$ cat src/rtc_cal_pkg.sv
`default_nettype none
package rtc_cal_pkg;
    // ------------------------------------------------------------
    // register indices (byte address is four times the index)
    // ------------------------------------------------------------
    localparam logic [9:0] IDX_HOUR = 10'h322;
    localparam logic [9:0] IDX_WEEKDAY = 10'h323;
    localparam logic [9:0] IDX_MDAY = 10'h324;
    localparam logic [9:0] IDX_MONTH = 10'h325;
    localparam logic [9:0] IDX_PAGE = 10'h327;
    localparam int ADDR_W = 12;

    // ------------------------------------------------------------
    // field positions and widths
    // ------------------------------------------------------------
    localparam int HOUR_W = 6;
    localparam int WEEKDAY_W = 3;
    localparam int MDAY_W = 6;
    localparam int MONTH_W = 5;
    localparam int HOUR_PM_BIT = 5;
    localparam int FMT_BIT = 0;
    localparam int PAGE_BIT = 0;

    // ------------------------------------------------------------
    // counter limits, bcd coded
    // ------------------------------------------------------------
    localparam logic [7:0] HOUR24_LAST = 8'h23;
    localparam logic [7:0] HOUR12_LAST = 8'h11;
    localparam logic [2:0] WEEKDAY_LAST = 3'h6;
    localparam logic [7:0] MONTH_LAST = 8'h12;
    localparam logic [7:0] MONTH_FEB = 8'h02;
    localparam logic [7:0] MONTH_APR = 8'h04;
    localparam logic [7:0] MONTH_JUN = 8'h06;
    localparam logic [7:0] MONTH_SEP = 8'h09;
    localparam logic [7:0] MONTH_NOV = 8'h11;
    localparam logic [7:0] DAYS_31 = 8'h31;
    localparam logic [7:0] DAYS_30 = 8'h30;
    localparam logic [7:0] DAYS_29 = 8'h29;
    localparam logic [7:0] DAYS_28 = 8'h28;

    // ------------------------------------------------------------
    // reset values (hardware leaves them undefined; fixed here)
    // ------------------------------------------------------------
    localparam logic [5:0] HOUR_RST = 6'h00;
    localparam logic [2:0] WEEKDAY_RST = 3'h0;
    localparam logic [5:0] MDAY_RST = 6'h01;
    localparam logic [4:0] MONTH_RST = 5'h01;
    localparam logic FMT_RST = 1'b1;
    localparam logic PAGE_RST = 1'b0;

    // ------------------------------------------------------------
    // axi response codes
    // ------------------------------------------------------------
    localparam logic [1:0] RESP_OKAY = 2'h0;
    localparam logic [1:0] RESP_SLVERR = 2'h2;
endpackage
`default_nettype wire

$ cat src/calendar_next.sv
`timescale 1ns/1ns
`default_nettype none
module calendar_next
(
    input wire logic hour_carry, // one-cycle tick from minute counter
    input wire logic fmt24, // 1: 24-hour counting
    input wire logic leap_year, // current year is a leap year
    input wire logic [5:0] hour, // current hour
    input wire logic [2:0] weekday, // current weekday
    input wire logic [5:0] mday, // current day of month
    input wire logic [4:0] month, // current month
    output logic [5:0] hour_nxt, // hour after this cycle
    output logic [2:0] weekday_nxt, // weekday after this cycle
    output logic [5:0] mday_nxt, // day of month after this cycle
    output logic [4:0] month_nxt, // month after this cycle
    output logic year_carry // pulse on december rollover
);
    function automatic logic [7:0] bcd_inc(input logic [7:0] v);
        if (v[3:0] == 4'h9)
        begin
            bcd_inc = {v[7:4] + 4'h1, 4'h0};
        end
        else
        begin
            bcd_inc = {v[7:4], v[3:0] + 4'h1};
        end
    endfunction

    logic [7:0] h8;
    logic [7:0] h12;
    logic [7:0] d8;
    logic [7:0] m8;
    logic [7:0] last_day;
    logic day_carry;
    logic month_carry;
    logic [7:0] tmp;
    logic [7:0] d_inc;
    logic [7:0] m_inc;

    assign h8 = {2'h0, hour};
    assign h12 = {3'h0, hour[4:0]};
    assign d8 = {2'h0, mday};
    assign m8 = {3'h0, month};
    assign d_inc = bcd_inc(d8);
    assign m_inc = bcd_inc(m8);

    always_comb
    begin
        if (m8 == rtc_cal_pkg::MONTH_FEB)
        begin
            last_day = leap_year ? rtc_cal_pkg::DAYS_29 : rtc_cal_pkg::DAYS_28;
        end
        else if (m8 == rtc_cal_pkg::MONTH_APR || m8 == rtc_cal_pkg::MONTH_JUN
                 || m8 == rtc_cal_pkg::MONTH_SEP
                 || m8 == rtc_cal_pkg::MONTH_NOV)
        begin
            last_day = rtc_cal_pkg::DAYS_30;
        end
        else
        begin
            last_day = rtc_cal_pkg::DAYS_31;
        end
    end

    // ------------------------------------------------------------
    // hour counter
    // ------------------------------------------------------------
    always_comb
    begin
        tmp = 8'h00;
        hour_nxt = hour;
        day_carry = 1'b0;
        if (hour_carry && fmt24)
        begin
            if (h8 == rtc_cal_pkg::HOUR24_LAST)
            begin
                hour_nxt = 6'h00;
                day_carry = 1'b1;
            end
            else
            begin
                tmp = bcd_inc(h8);
                hour_nxt = tmp[5:0];
            end
        end
        else if (hour_carry)
        begin
            if (h12 == rtc_cal_pkg::HOUR12_LAST)
            begin
                hour_nxt = {~hour[rtc_cal_pkg::HOUR_PM_BIT], 5'h00};
                day_carry = hour[rtc_cal_pkg::HOUR_PM_BIT];
            end
            else
            begin
                tmp = bcd_inc(h12);
                hour_nxt = {hour[rtc_cal_pkg::HOUR_PM_BIT], tmp[4:0]};
            end
        end
    end

    // ------------------------------------------------------------
    // date counters
    // ------------------------------------------------------------
    always_comb
    begin
        weekday_nxt = weekday;
        mday_nxt = mday;
        month_nxt = month;
        month_carry = 1'b0;
        year_carry = 1'b0;
        if (day_carry)
        begin
            if (weekday == rtc_cal_pkg::WEEKDAY_LAST)
            begin
                weekday_nxt = 3'h0;
            end
            else
            begin
                weekday_nxt = weekday + 3'h1;
            end
            if (d8 >= last_day)
            begin
                mday_nxt = 6'h01;
                month_carry = 1'b1;
            end
            else
            begin
                mday_nxt = d_inc[5:0];
            end
        end
        if (month_carry)
        begin
            if (m8 == rtc_cal_pkg::MONTH_LAST)
            begin
                month_nxt = 5'h01;
                year_carry = 1'b1;
            end
            else
            begin
                month_nxt = m_inc[4:0];
            end
        end
    end
endmodule
`default_nettype wire

$ cat src/rtc_calendar_time_registers.sv
// How it works
// - hour register, six bits, upper bits zero
// - 24-hour mode: bcd twenties, tens, units
// - 12-hour mode: bit5 pm flag, 0..11
// - weekday code 0 sunday to 6 saturday
// - day of month bcd 1 to 31
// - page zero month bcd 1 to 12
// - page one month address shows format bit
// - page bit selects view; no read-modify-write
`timescale 1ns/1ns
`default_nettype none
module rtc_calendar_time_registers
(
    input wire logic ref_clk, // 25 mhz clock
    input wire logic rst_n, // async reset, active low
    input wire logic hour_carry, // one-cycle tick from minute counter
    input wire logic leap_year, // current year is a leap year
    output logic year_carry, // pulse on december rollover
    input wire logic [11:0] s_axi_awaddr, // write address
    input wire logic [2:0] s_axi_awprot, // write protection, unused
    input wire logic s_axi_awvalid, // write address valid
    output logic s_axi_awready, // write address ready
    input wire logic [31:0] s_axi_wdata, // write data
    input wire logic [3:0] s_axi_wstrb, // write byte strobes
    input wire logic s_axi_wvalid, // write data valid
    output logic s_axi_wready, // write data ready
    output logic [1:0] s_axi_bresp, // write response
    output logic s_axi_bvalid, // write response valid
    input wire logic s_axi_bready, // write response ready
    input wire logic [11:0] s_axi_araddr, // read address
    input wire logic [2:0] s_axi_arprot, // read protection, unused
    input wire logic s_axi_arvalid, // read address valid
    output logic s_axi_arready, // read address ready
    output logic [31:0] s_axi_rdata, // read data
    output logic [1:0] s_axi_rresp, // read response
    output logic s_axi_rvalid, // read data valid
    input wire logic s_axi_rready // read data ready
);
    // ------------------------------------------------------------
    // state
    // ------------------------------------------------------------
    logic [5:0] hour_count_r;
    logic [2:0] weekday_count_r;
    logic [5:0] month_day_count_r;
    logic [4:0] month_count_r;
    logic clock_format_select_r;
    logic bank_one_view_r;
    logic [5:0] hour_nxt;
    logic [2:0] weekday_nxt;
    logic [5:0] mday_nxt;
    logic [4:0] month_nxt;
    logic aw_held_r;
    logic w_held_r;
    logic [9:0] aw_idx_r;
    logic [7:0] wbyte_r;
    logic wlane_r;
    logic bvalid_r;
    logic [1:0] bresp_r;
    logic rvalid_r;
    logic [31:0] rdata_r;
    logic [1:0] rresp_r;
    logic wr_fire;
    logic wr_en;
    logic [9:0] ar_idx;
    logic [7:0] rd_byte;

    function automatic logic reg_hit(input logic [9:0] idx);
        reg_hit = (idx >= rtc_cal_pkg::IDX_HOUR
                   && idx <= rtc_cal_pkg::IDX_MONTH)
                  || idx == rtc_cal_pkg::IDX_PAGE;
    endfunction

    calendar_next u_next
    (
        .hour_carry(hour_carry),
        .fmt24(clock_format_select_r),
        .leap_year(leap_year),
        .hour(hour_count_r),
        .weekday(weekday_count_r),
        .mday(month_day_count_r),
        .month(month_count_r),
        .hour_nxt(hour_nxt),
        .weekday_nxt(weekday_nxt),
        .mday_nxt(mday_nxt),
        .month_nxt(month_nxt),
        .year_carry(year_carry)
    );

    // ------------------------------------------------------------
    // write channel
    // ------------------------------------------------------------
    assign s_axi_awready = !aw_held_r && !bvalid_r;
    assign s_axi_wready = !w_held_r && !bvalid_r;
    assign s_axi_bvalid = bvalid_r;
    assign s_axi_bresp = bresp_r;
    assign wr_fire = aw_held_r && w_held_r && !bvalid_r;
    assign wr_en = wr_fire && wlane_r && reg_hit(aw_idx_r);

    always_ff @(posedge ref_clk or negedge rst_n)
    begin
        if (!rst_n)
        begin
            aw_held_r <= 1'b0;
            aw_idx_r <= 10'h000;
        end
        else if (s_axi_awvalid && s_axi_awready)
        begin
            aw_held_r <= 1'b1;
            aw_idx_r <= s_axi_awaddr[11:2];
        end
        else if (wr_fire)
        begin
            aw_held_r <= 1'b0;
        end
    end

    always_ff @(posedge ref_clk or negedge rst_n)
    begin
        if (!rst_n)
        begin
            w_held_r <= 1'b0;
            wbyte_r <= 8'h00;
            wlane_r <= 1'b0;
        end
        else if (s_axi_wvalid && s_axi_wready)
        begin
            w_held_r <= 1'b1;
            wbyte_r <= s_axi_wdata[7:0];
            wlane_r <= s_axi_wstrb[0];
        end
        else if (wr_fire)
        begin
            w_held_r <= 1'b0;
        end
    end

    always_ff @(posedge ref_clk or negedge rst_n)
    begin
        if (!rst_n)
        begin
            bvalid_r <= 1'b0;
            bresp_r <= rtc_cal_pkg::RESP_OKAY;
        end
        else if (wr_fire)
        begin
            bvalid_r <= 1'b1;
            bresp_r <= reg_hit(aw_idx_r) ? rtc_cal_pkg::RESP_OKAY
                                         : rtc_cal_pkg::RESP_SLVERR;
        end
        else if (s_axi_bready)
        begin
            bvalid_r <= 1'b0;
        end
    end

    // ------------------------------------------------------------
    // calendar registers: a software write beats the tick
    // ------------------------------------------------------------
    always_ff @(posedge ref_clk or negedge rst_n)
    begin
        if (!rst_n)
        begin
            hour_count_r <= rtc_cal_pkg::HOUR_RST;
        end
        else if (wr_en && aw_idx_r == rtc_cal_pkg::IDX_HOUR)
        begin
            hour_count_r <= wbyte_r[5:0];
        end
        else
        begin
            hour_count_r <= hour_nxt;
        end
    end

    always_ff @(posedge ref_clk or negedge rst_n)
    begin
        if (!rst_n)
        begin
            weekday_count_r <= rtc_cal_pkg::WEEKDAY_RST;
        end
        else if (wr_en && aw_idx_r == rtc_cal_pkg::IDX_WEEKDAY)
        begin
            weekday_count_r <= wbyte_r[2:0];
        end
        else
        begin
            weekday_count_r <= weekday_nxt;
        end
    end

    always_ff @(posedge ref_clk or negedge rst_n)
    begin
        if (!rst_n)
        begin
            month_day_count_r <= rtc_cal_pkg::MDAY_RST;
        end
        else if (wr_en && aw_idx_r == rtc_cal_pkg::IDX_MDAY)
        begin
            month_day_count_r <= wbyte_r[5:0];
        end
        else
        begin
            month_day_count_r <= mday_nxt;
        end
    end

    always_ff @(posedge ref_clk or negedge rst_n)
    begin
        if (!rst_n)
        begin
            month_count_r <= rtc_cal_pkg::MONTH_RST;
        end
        else if (wr_en && aw_idx_r == rtc_cal_pkg::IDX_MONTH
                 && !bank_one_view_r)
        begin
            month_count_r <= wbyte_r[4:0];
        end
        else
        begin
            month_count_r <= month_nxt;
        end
    end

    always_ff @(posedge ref_clk or negedge rst_n)
    begin
        if (!rst_n)
        begin
            clock_format_select_r <= rtc_cal_pkg::FMT_RST;
        end
        else if (wr_en && aw_idx_r == rtc_cal_pkg::IDX_MONTH
                 && bank_one_view_r)
        begin
            clock_format_select_r <= wbyte_r[rtc_cal_pkg::FMT_BIT];
        end
    end

    // plain store: a read-modify-write is not supported by design
    always_ff @(posedge ref_clk or negedge rst_n)
    begin
        if (!rst_n)
        begin
            bank_one_view_r <= rtc_cal_pkg::PAGE_RST;
        end
        else if (wr_en && aw_idx_r == rtc_cal_pkg::IDX_PAGE)
        begin
            bank_one_view_r <= wbyte_r[rtc_cal_pkg::PAGE_BIT];
        end
    end

    // ------------------------------------------------------------
    // read channel
    // ------------------------------------------------------------
    assign ar_idx = s_axi_araddr[11:2];
    assign s_axi_arready = !rvalid_r;
    assign s_axi_rvalid = rvalid_r;
    assign s_axi_rdata = rdata_r;
    assign s_axi_rresp = rresp_r;

    always_comb
    begin
        rd_byte = 8'h00;
        unique case (ar_idx)
            rtc_cal_pkg::IDX_HOUR: rd_byte = {2'h0, hour_count_r};
            rtc_cal_pkg::IDX_WEEKDAY:
                rd_byte = {5'h00, weekday_count_r};
            rtc_cal_pkg::IDX_MDAY: rd_byte = {2'h0, month_day_count_r};
            rtc_cal_pkg::IDX_MONTH:
                rd_byte = bank_one_view_r ? {7'h00, clock_format_select_r}
                                          : {3'h0, month_count_r};
            rtc_cal_pkg::IDX_PAGE: rd_byte = {7'h00, bank_one_view_r};
            default: rd_byte = 8'h00;
        endcase
    end

    always_ff @(posedge ref_clk or negedge rst_n)
    begin
        if (!rst_n)
        begin
            rvalid_r <= 1'b0;
            rdata_r <= 32'h0000_0000;
            rresp_r <= rtc_cal_pkg::RESP_OKAY;
        end
        else if (s_axi_arvalid && s_axi_arready)
        begin
            rvalid_r <= 1'b1;
            rdata_r <= {24'h00_0000, rd_byte};
            rresp_r <= reg_hit(ar_idx) ? rtc_cal_pkg::RESP_OKAY
                                       : rtc_cal_pkg::RESP_SLVERR;
        end
        else if (s_axi_rready)
        begin
            rvalid_r <= 1'b0;
        end
    end
endmodule
`default_nettype wire

$ cat config.mk
export PLATFORM = sky130hd
export DESIGN_NAME = rtc_calendar_time_registers
export DESIGN_NICKNAME = d
export VERILOG_FILES = /design/src/rtc_cal_pkg.sv /design/src/calendar_next.sv /design/src/rtc_calendar_time_registers.sv
export SDC_FILE = /design/constraint.sdc
export NUM_CORES = 1
export LEC_CHECK = 0
export ABC_AREA = 1
export BUFFER_PORTS_ARGS = -buffer_cell sky130_fd_sc_hd__buf_4
export CAP_MARGIN = 20
export CORE_MARGIN = 8
export CORE_UTILIZATION = 56
export CTS_BUF_LIST = sky130_fd_sc_hd__clkbuf_8
export DETAILED_ROUTE_END_ITERATION = 7
export GPL_ROUTABILITY_DRIVEN = 1
export GPL_TIMING_DRIVEN = 0
export PLACE_DENSITY = 0.95
export SETUP_SLACK_MARGIN = 0.5
export SLEW_MARGIN = 10
export SYNTH_ARGS = -nofsm -noshare
export SYNTH_HDL_FRONTEND = slang
export SYNTH_SLANG_ARGS = --single-unit
$ cat constraint.sdc
create_clock -name ref_clk -period 4.03 [get_ports ref_clk]
set_input_delay 0.2015 -clock ref_clk [delete_from_list [all_inputs] [get_ports ref_clk]]
set_output_delay 0.2015 -clock ref_clk [all_outputs]
set_load 0.03 [all_outputs]
==> results of run 1 <==
==> through the flow <==
stage | hold slack (ns) | setup WS (ns)
floorplan | -0.0941 | 1.73
global placement | 0.268 | 1.74
detailed placement | 0.271 | 1.66
CTS | 0.0858 | 1.32
global route | 0.0868 | 0.963
finish | 0.0869 | 1.29
==> power by group through the flow <==
stage | sequential [mW] | clock (mW) | combinational [mW]
2_1_floorplan | 0.771 | 0 | 0.423
3_3_place_gp | 0.773 | 0 | 0.584
3_5_place_dp | 0.783 | 0 | 0.608
4_1_cts | 0.774 | 0.299 | 0.613
5_1_grt | 0.794 | 0.322 | 0.682
6_report | 0.778 | 0.292 | 0.609
==> final cells by class <==
class	instances	area (um^2)	share of cell area
multi-input combinational	353	1790	0.437
timing repair buffer	50	378	0.0925
inverter	60	225	0.0551
clock buffer	5	68.8	0.0169
sequential	51	1280	0.313
buffer	32	235	0.0576
tap	75	93.8	0.0230
clock inverter	3	16.3	0.00398
==> worst min-delay path by stage <==
stage | to | slack (ns) | cells after the start | startpoint
2_1_floorplan | aw_held_r | -0.09 | 0 | rst_n
3_3_place_gp | s_axi_rvalid | 0.27 | 1 | rst_n
3_5_place_dp | s_axi_rvalid | 0.27 | 1 | rst_n
4_1_cts | s_axi_rvalid | 0.09 | 2 | s_axi_rready
5_1_grt | s_axi_bvalid | 0.09 | 2 | s_axi_bready
6_report | s_axi_rvalid | 0.09 | 2 | s_axi_rready
==> per-layer routing <==
layer / up-vias / GRT usage
met5: - / 0
met4: 0 / 0.0502
met3: 17 / 0.0520
met2: 148 / 0.340
met1: 1485 / 0.227
li1: 1628 / -
==> kinds of logic (layout without fill, tap and decap cells) <==
| family | count (synthesis) | count (layout) | share of synthesized area |
|---|---|---|---|
| buffers and inverters | 92 | 150 | 0.134 |
| AO/OA/AOI/OAI | 42 | 42 | 0.0720 |
| other | 1 | 28 | 0.00109 |
| AND/OR/NAND/NOR | 265 | 265 | 0.359 |
| flip-flops | 51 | 51 | 0.374 |
| multiplexers | 7 | 7 | 0.0230 |
| XOR/XNOR | 3 | 3 | 0.00767 |
| adder cells (fa/ha/maj) | 8 | 8 | 0.0292 |
==> cell usage in the layout (no fill, tap or decap), drive strengths merged <==
master	instances
a211oi	1
a21oi	14
a31oi	1
buf	81
clkbuf	5
clkinv	2
clkinvlp	1
conb	28
dfrtp	48
dfstp	3
dlygate4sd3	1
ha	8
inv	60
mux2	7
nand2	125
nand3	51
nand4	13
nor2	62
nor3	10
nor3b	1
nor4	3
o211ai	5
o21a	1
o21ai	18
o21bai	1
o22ai	1
xnor2	1
xor2	2
==> worst max-delay path, cell delays in order, from the launching register on <==
cell	delay, ns
sky130_fd_sc_hd__dfrtp_1	0.43
sky130_fd_sc_hd__inv_1	0.09
sky130_fd_sc_hd__nor2_1	0.14
sky130_fd_sc_hd__nand3_1	0.12
sky130_fd_sc_hd__nor2_1	0.18
sky130_fd_sc_hd__inv_1	0.09
sky130_fd_sc_hd__ha_1	0.30
sky130_fd_sc_hd__inv_1	0.04
sky130_fd_sc_hd__nor2_1	0.13
sky130_fd_sc_hd__nand2_1	0.07
sky130_fd_sc_hd__nand2_1	0.06
sky130_fd_sc_hd__nand2_1	0.06
sky130_fd_sc_hd__nand3_2	0.16
sky130_fd_sc_hd__nand2_4	0.09
sky130_fd_sc_hd__nor2_1	0.11
sky130_fd_sc_hd__buf_4	0.16
==> sequential cells by signal, summed over array words and instances (netlist names), 3 cells and up <==
register	count
wbyte_r	6
aw_idx_r	10
month_day_count_r	6
weekday_count_r	3
month_count_r	5
s_axi_rdata	6
hour_count_r	6
==> load_flow_metrics.sql, run 1 <==
INSERT INTO impl_metrics (metric_group, metric, value, unit) VALUES
('cts', 'clk_root_buffer_cell', 'sky130_fd_sc_hd__clkbuf_8', ''),
('power', 'power.switching_fraction', '0.407', ''),
('run_status', 'result_of_the_run', 'finished clean', ''),
('global_route', 'first_global_vias', '3209', ''),
('min_path', 'hold_path_class', 'in2reg', ''),
('timing', 'timing_max_transition_violations_final', '0', ''),
('cts', 'number_of_buffers_inserted_during_clock_tree_synthesis', '5', ''),
('synth', 'synth_top_area_share', '0.351', ''),
('power', 'seq_power_share', '0.463', ''),
('synth', 'netlist_area', '0.00343', 'mm^2'),
('detailed_routing', 'remaining_drc_errors', '0', ''),
('timing', 'fmax', '365', 'MHz'),
('power', 'power.switching', '0.683', 'mW'),
('power', 'cellPowerDensity', '411', 'mW/mm^2'),
('layout', 'finish.cell_count_without_fillers', '629', ''),
('floorplan', 'initial_utilization', '0.579', ''),
('cts', 'holdBufCountCts', '1', ''),
('cts', 'worstSkewPairLatency', '0.31', 'ns'),
('layout', 'final_area', '0.00408', 'mm^2'),
('synth', 'post_synth_main_area_contributors', 'sky130_fd_sc_hd__dfrtp_1, sky130_fd_sc_hd__nand2_1, sky130_fd_sc_hd__nand3_1', ''),
('synth', 'synthDistinctLibCells', '37', ''),
('floorplan', 'fp.dieW', '94.2', 'um'),
('synth', 'syn_avg_cell_area', '7.30', 'um^2'),
('setup_path', 'regToRegEndpoint', 'month_day_count_r[4]', ''),
('layout', 'fin_util', '0.690', ''),
('setup_path', 'crit_required', '3.83', 'ns'),
('detailed_routing', 'highest_routing_layer_actually_used', 'met4', ''),
('cts', 'tritoncts', 'built', ''),
('floorplan', 'placeableCoreArea', '0.00592', 'mm^2'),
('floorplan', 'i_o_pin_count', '117', ''),
('power', 'power.share.combinational', '0.363', ''),
('timing', 'setup-violations-final', '0', ''),
('timing', 'finalHoldViolCount', '0', ''),
('placed_design', 'detailed_place_hpwl', '6740', 'um'),
('cts', 'ctsLongestPathBuffers', '2', ''),
('detailed_routing', 'num_vias', '3278', ''),
('synth', 'synthArstFlopShare', '1.00', ''),
('synth', 'synth-warning-count', '0', ''),
('floorplan', 'die-area', '0.00888', 'mm^2'),
('global_route', 'global_route_wire_length_before_repair', '14300', 'um'),
('timing', 'setup-tns-final', '0', 'ns'),
('placed_design', 'placement.cell_area', '0.00399', 'mm^2'),
('placed_design', 'port_buffers', '49', ''),
('detailed_routing', 'detailedRoute.firstPassIterationCount', '5', ''),
('global_route', 'grt_antenna_before_repair', '0', ''),
('synth', 'netlist_top_cells_count', 'sky130_fd_sc_hd__nand2_1, sky130_fd_sc_hd__inv_1, sky130_fd_sc_hd__nor2_1', ''),
('timing', 'final_min_period_over_clock_period', '0.679', ''),
('power', 'power.share.clock', '0.174', ''),
('synth', 'ys_dominant_reg_cell', 'sky130_fd_sc_hd__dfrtp_1', ''),
('synth', 'synth_top_cell_by_area', 'sky130_fd_sc_hd__dfrtp_1', ''),
('run', 'drv.max_cap_violation_count', '0', ''),
('layout', 'num_antenna_cells', '0', ''),
('setup_path', 'end_kind', 'output pin', ''),
('setup_path', 'cp-startpoint', 'month_count_r[1]', ''),
('synth', 'netlist_instances', '469', ''),
('timing', 'fin_worst_skew', '0.00836', 'ns'),
('setup_path', 'rr_startpoint', 'month_count_r[0]', ''),
('global_route', 'grt_start_max_net_pins', '52', ''),
('synth', 'synth-edff-count', '0', ''),
('detailed_routing', 'wl_per_cell', '13.5', 'um'),
('power', 'intPower', '0.997', 'mW'),
('synth', 'post-synth-top-count-cell', 'sky130_fd_sc_hd__nand2_1', ''),
('cts', 'setup_fix_buffers_added_after_clock_tree_synthesis', '0', ''),
('cts', 'cts.sinks', '51', ''),
('detailed_routing', 'drtAntennaViolNets', '0', ''),
('layout', 'fin_nets', '636', ''),
('layout', 'fill_cells', '497', ''),
('detailed_routing', 'metal3_wl', '838', 'um'),
('power', 'max-vdd-ir-drop', '463', 'uV'),
('power', 'total_power', '1.68', 'mW'),
('synth', 'ys_seq_elements', '51', '');
Power figures use the tool's default switching activity.
==> inputs of run 2 (changes only) <==
ABC_AREA = 0   (was 1)
CORE_UTILIZATION = 52   (was 56)
PLACE_DENSITY = 0.94   (was 0.95)
clock period = 2.9 ns   (was 4.03 ns; I/O delays follow)
==> run 2 against run 1 <==
  * The flow now finishes with violations (setup timing)
  * Sequential power is 57% higher
  * Die area is 2.5% higher
  * Final cell count is 15% lower
  * Largest cell class unchanged
  * Largest power group unchanged
  * Highest routed layer unchanged
==> load_flow_metrics.sql, run 2 <==
INSERT INTO impl_metrics (metric_group, metric, value, unit) VALUES
('run_status', 'result_of_the_run', 'finished with violations', ''),
('run_status', 'violations', 'setup timing', ''),
('cts', 'clkTransAtPathRegs', '0.11', 'ns'),
('synth', 'syn_avg_cell_area', '9.29', 'um^2'),
('cts', 'worstSkewPairLatency', '0.32', 'ns'),
('layout', 'registers.top_by_ff_count', 'aw_idx_r', ''),
('placed_design', 'detailed_place_hpwl', '6160', 'um'),
('synth', 'synthDistinctLibCells', '55', ''),
('global_route', 'grt_use_met1', '0.237', ''),
('global_route', 'grt_start_max_net_pins', '52', ''),
('setup_path', 'worstPathMaxFanout', '4', ''),
('setup_path', 'regToRegEndpoint', 'month_day_count_r[2]', ''),
('synth', 'synth_top_cell_by_area', 'sky130_fd_sc_hd__dfrtp_1', ''),
('timing', 'fin_ws', '-0.0593', 'ns'),
('synth', 'post_synth_main_area_contributors', 'sky130_fd_sc_hd__dfrtp_1, sky130_fd_sc_hd__mux2_2, sky130_fd_sc_hd__buf_4', ''),
('setup_path', 'timing.reg2reg.setup_slack', '-0.04', 'ns'),
('synth', 'netlist_instances', '353', ''),
('timing', 'fin_worst_skew', '0.0128', 'ns'),
('setup_path', 'worstSetupStartpointType', 'register', ''),
('synth', 'netlist_area', '0.00328', 'mm^2'),
('synth', 'synth-warning-count', '0', ''),
('global_route', 'overflow_left_after_global_routing', '0', ''),
('layout', 'largest_register_ffs', '10', ''),
('global_route', 'first_global_vias', '2971', ''),
('floorplan', 'initial_utilization', '0.525', ''),
('synth', 'synth_sequential_area_ratio', '0.390', ''),
('timing', 'period_minus_slack', '2.96', 'ns'),
('placed_design', 'gp_congestion', '0.911', ''),
('timing', 'worst_slew_pin_slew', '1.33', 'ns'),
('run', 'drv.max_cap_violation_count', '0', ''),
('synth', 'ys_dominant_reg_cell', 'sky130_fd_sc_hd__dfrtp_1', ''),
('global_route', 'grt_antenna_before_repair', '0', ''),
('floorplan', 'placeableCoreArea', '0.00624', 'mm^2'),
('layout', 'drive_gt1_frac', '0.385', ''),
('layout', 'layout.cells.most_common_list', 'sky130_fd_sc_hd__buf_4, sky130_fd_sc_hd__dfrtp_1, sky130_fd_sc_hd__a21oi_1, sky130_fd_sc_hd__conb_1, sky130_fd_sc_hd__nor2_1', ''),
('detailed_routing', 'via_per_inst', '5.93', ''),
('timing', 'rsz0062_at_grt', 'true', ''),
('layout', 'layout-area-overhead-vs-synth', '33.6', '%'),
('power', 'cellPowerDensity', '624', 'mW/mm^2'),
('floorplan', 'die-area', '0.00910', 'mm^2'),
('global_route', 'grt_most_used_layer', 'met2', ''),
('global_route', 'gr-usage-all-layers', '0.202', ''),
('layout', 'num_antenna_cells', '0', ''),
('cts', 'number_of_buffers_inserted_during_clock_tree_synthesis', '5', ''),
('detailed_routing', 'detailedRoute.firstPassIterationCount', '5', ''),
('layout', 'fin_nets', '537', ''),
('cts', 'clk_root_buffer_cell', 'sky130_fd_sc_hd__clkbuf_8', ''),
('power', 'leakage', '1.97', 'nW'),
('detailed_routing', 'remaining_drc_errors', '0', ''),
('timing', 'fmax', '338', 'MHz'),
('timing', 'final_min_period_over_clock_period', '1.02', ''),
('synth', 'synth-edff-count', '0', ''),
('detailed_routing', 'detail_route.iter0.violations', '373', ''),
('placed_design', 'port_buffers', '48', ''),
('global_route', 'global_routing_met3_resource_utilization', '0.0512', ''),
('floorplan', 'i_o_pin_count', '117', ''),
('timing', 'finalHoldViolCount', '0', ''),
('detailed_routing', 'drt-total-wl', '9890', 'um'),
('power', 'max-vdd-ir-drop', '530', 'uV'),
('min_path', 'worst_hold_path.endpoint', 's_axi_rvalid', ''),
('setup_path', 'crit_required', '2.76', 'ns'),
('layout', 'mostFrequentLayoutCell', 'sky130_fd_sc_hd__buf_4', ''),
('synth', 'synth_top_area_share', '0.366', ''),
('cts', 'cts_htree_levels', '2', ''),
('detailed_routing', 'drtAntennaViolNets', '0', ''),
('timing', 'max-slew-margin-rel', '0.105', ''),
('detailed_routing', 'num_vias', '3154', ''),
('synth', 'ys_seq_elements', '51', ''),
('min_path', 'holdPathStages', '2', ''),
('cts', 'ctsLongestPathBuffers', '2', ''),
('setup_path', 'path_class', 'reg2out', ''),
('detailed_routing', 'wl_per_cell', '18.6', 'um'),
('timing', 'setup-tns-final', '-0.0973', 'ns'),
('setup_path', 'worst-endpoint-arrival', '2.81', 'ns'),
('min_path', 'hold_path_class', 'in2reg', ''),
('cts', 'tritoncts', 'built', ''),
('layout', 'fin_util', '0.702', ''),
('min_path', 'worstHoldStart', 's_axi_rready', ''),
('layout', 'final_area', '0.00438', 'mm^2'),
('setup_path', 'rr_startpoint', 'month_count_r[3]', ''),
('setup_path', 'end_kind', 'output pin', ''),
('synth', 'netlist_top_cells_count', 'sky130_fd_sc_hd__dfrtp_1, sky130_fd_sc_hd__a21oi_1, sky130_fd_sc_hd__buf_4, sky130_fd_sc_hd__nor2_1, sky130_fd_sc_hd__mux2_2', ''),
('floorplan', 'die_height', '95.4', 'um'),
('placed_design', 'placement.cell_area', '0.00387', 'mm^2'),
('synth', 'post-synth-top-count-cell', 'sky130_fd_sc_hd__dfrtp_1', ''),
('setup_path', 'worst_r2r_path_depth', '14', ''),
('floorplan', 'fp.dieW', '95.4', 'um'),
('synth', 'synthArstFlopShare', '1.00', ''),
('floorplan', 'std_cell_rows', '29', ''),
('global_route', 'globalRouteMet2Util', '0.341', ''),
('timing', 'setup-violations-final', '2', ''),
('cts', 'cts.sinks', '51', ''),
('global_route', 'global_route_wire_length_before_repair', '14500', 'um'),
('timing', 'timing_max_transition_violations_final', '0', '');
==> run 2: cell types whose count changed after synthesis, sizes merged, moves of 8 or more <==
cell | previous run | this run
a21oi | 14 | 35
nand3 | 51 | 8
nand4 | 13 | 1
inv | 59 | 16
nor2 | 62 | 28
mux2 | 7 | 27
clkbuf | 0 | 11
nand2b | 0 | 8
nand2 | 125 | 18
==> run 2: area by class of cell <==
class,instances,area [um^2]
Tap cell,77,96.3
Inverter,16,60.1
Sequential cell,51,1280
Buffer,42,295
Timing Repair Buffer,67,539
Fill cell,456,1860
Multi-Input combinational cell,271,2020
Clock inverter,3,20.0
Clock buffer,5,68.8
==> run 2: timing repair <==
| action | in CTS | in global routing |
|---|---|---|
| hold buffers | 1 | 0 |
| gates resized for setup | 32 | 33 |
| hold endpoints to repair | 48 | 0 |
| pin swaps | 11 | 19 |
| setup endpoints to repair | 12 | 15 |
| buffers inserted | 11 | 7 |
==> run 2: cell families (layout without fill, tap and decap cells) <==
kind of cell	count (synthesis)	in the layout	synth area share
other cells	1	28	0.00114
compound gates	91	91	0.166
mux	31	31	0.107
simple gates	110	110	0.195
xor+xnor	3	3	0.00802
fa+ha+maj	8	8	0.0305
buf+inv	58	133	0.102
flops	51	51	0.390
==> run 2: worst max-delay path, cell delays in order, from the launching register on <==
cell and delay (ns):
sky130_fd_sc_hd__dfrtp_1 0.40, sky130_fd_sc_hd__clkbuf_8 0.15, sky130_fd_sc_hd__or3_4 0.32, sky130_fd_sc_hd__or3_4 0.38, sky130_fd_sc_hd__ha_4 0.31, sky130_fd_sc_hd__nand3_4 0.09
sky130_fd_sc_hd__o22ai_4 0.22, sky130_fd_sc_hd__o21ai_4 0.12, sky130_fd_sc_hd__nor4b_4 0.33, sky130_fd_sc_hd__buf_6 0.18
==> run 2: worst max-delay path by stage <==
| stage | startpoint | end | slack, ns | cells past startpoint |
|---|---|---|---|---|
| 2_1_floorplan | month_count_r[0] | year_carry | 0.31 | 8 |
| 3_3_place_gp | month_count_r[3] | year_carry | 0.18 | 9 |
| 3_5_place_dp | month_count_r[3] | year_carry | 0.11 | 9 |
| 4_1_cts | month_count_r[0] | year_carry | 0.03 | 9 |
| 5_1_grt | month_count_r[4] | month_day_count_r[2] | -0.19 | 14 |
| 6_report | month_count_r[3] | year_carry | -0.06 | 9 |
==> run 2: metal layers <==
layer | routed length [um] | vias to the layer above | part of all wire
li1 | - | 1422 | -
met1 | 3620 | 1466 | 0.37
met2 | 4850 | 214 | 0.49
met3 | 1020 | 52 | 0.10
met4 | 400 | 0 | 0.040
met5 | 0 | - | 0
==> run 2: power breakdown <==
| group | leakage (nW) | internal (mW) | switching [mW] |
|---|---|---|---|
| combinational | 1.33 | 0.519 | 0.563 |
| sequential | 0.596 | 0.933 | 0.286 |
| clock | 0.0460 | 0.171 | 0.263 |
==> run 2: stage by stage <==
step	cells	hold slack, ns	setup WS [ns]	power [mW]
floorplan	380	-0.151	0.315	1.87
global placement	505	0.209	0.180	2.13
detailed placement	505	0.218	0.106	2.19
CTS	525	0.000897	0.0267	2.66
global route	532	0.00731	-0.193	2.88
finish	532	0.00426	-0.0593	2.73
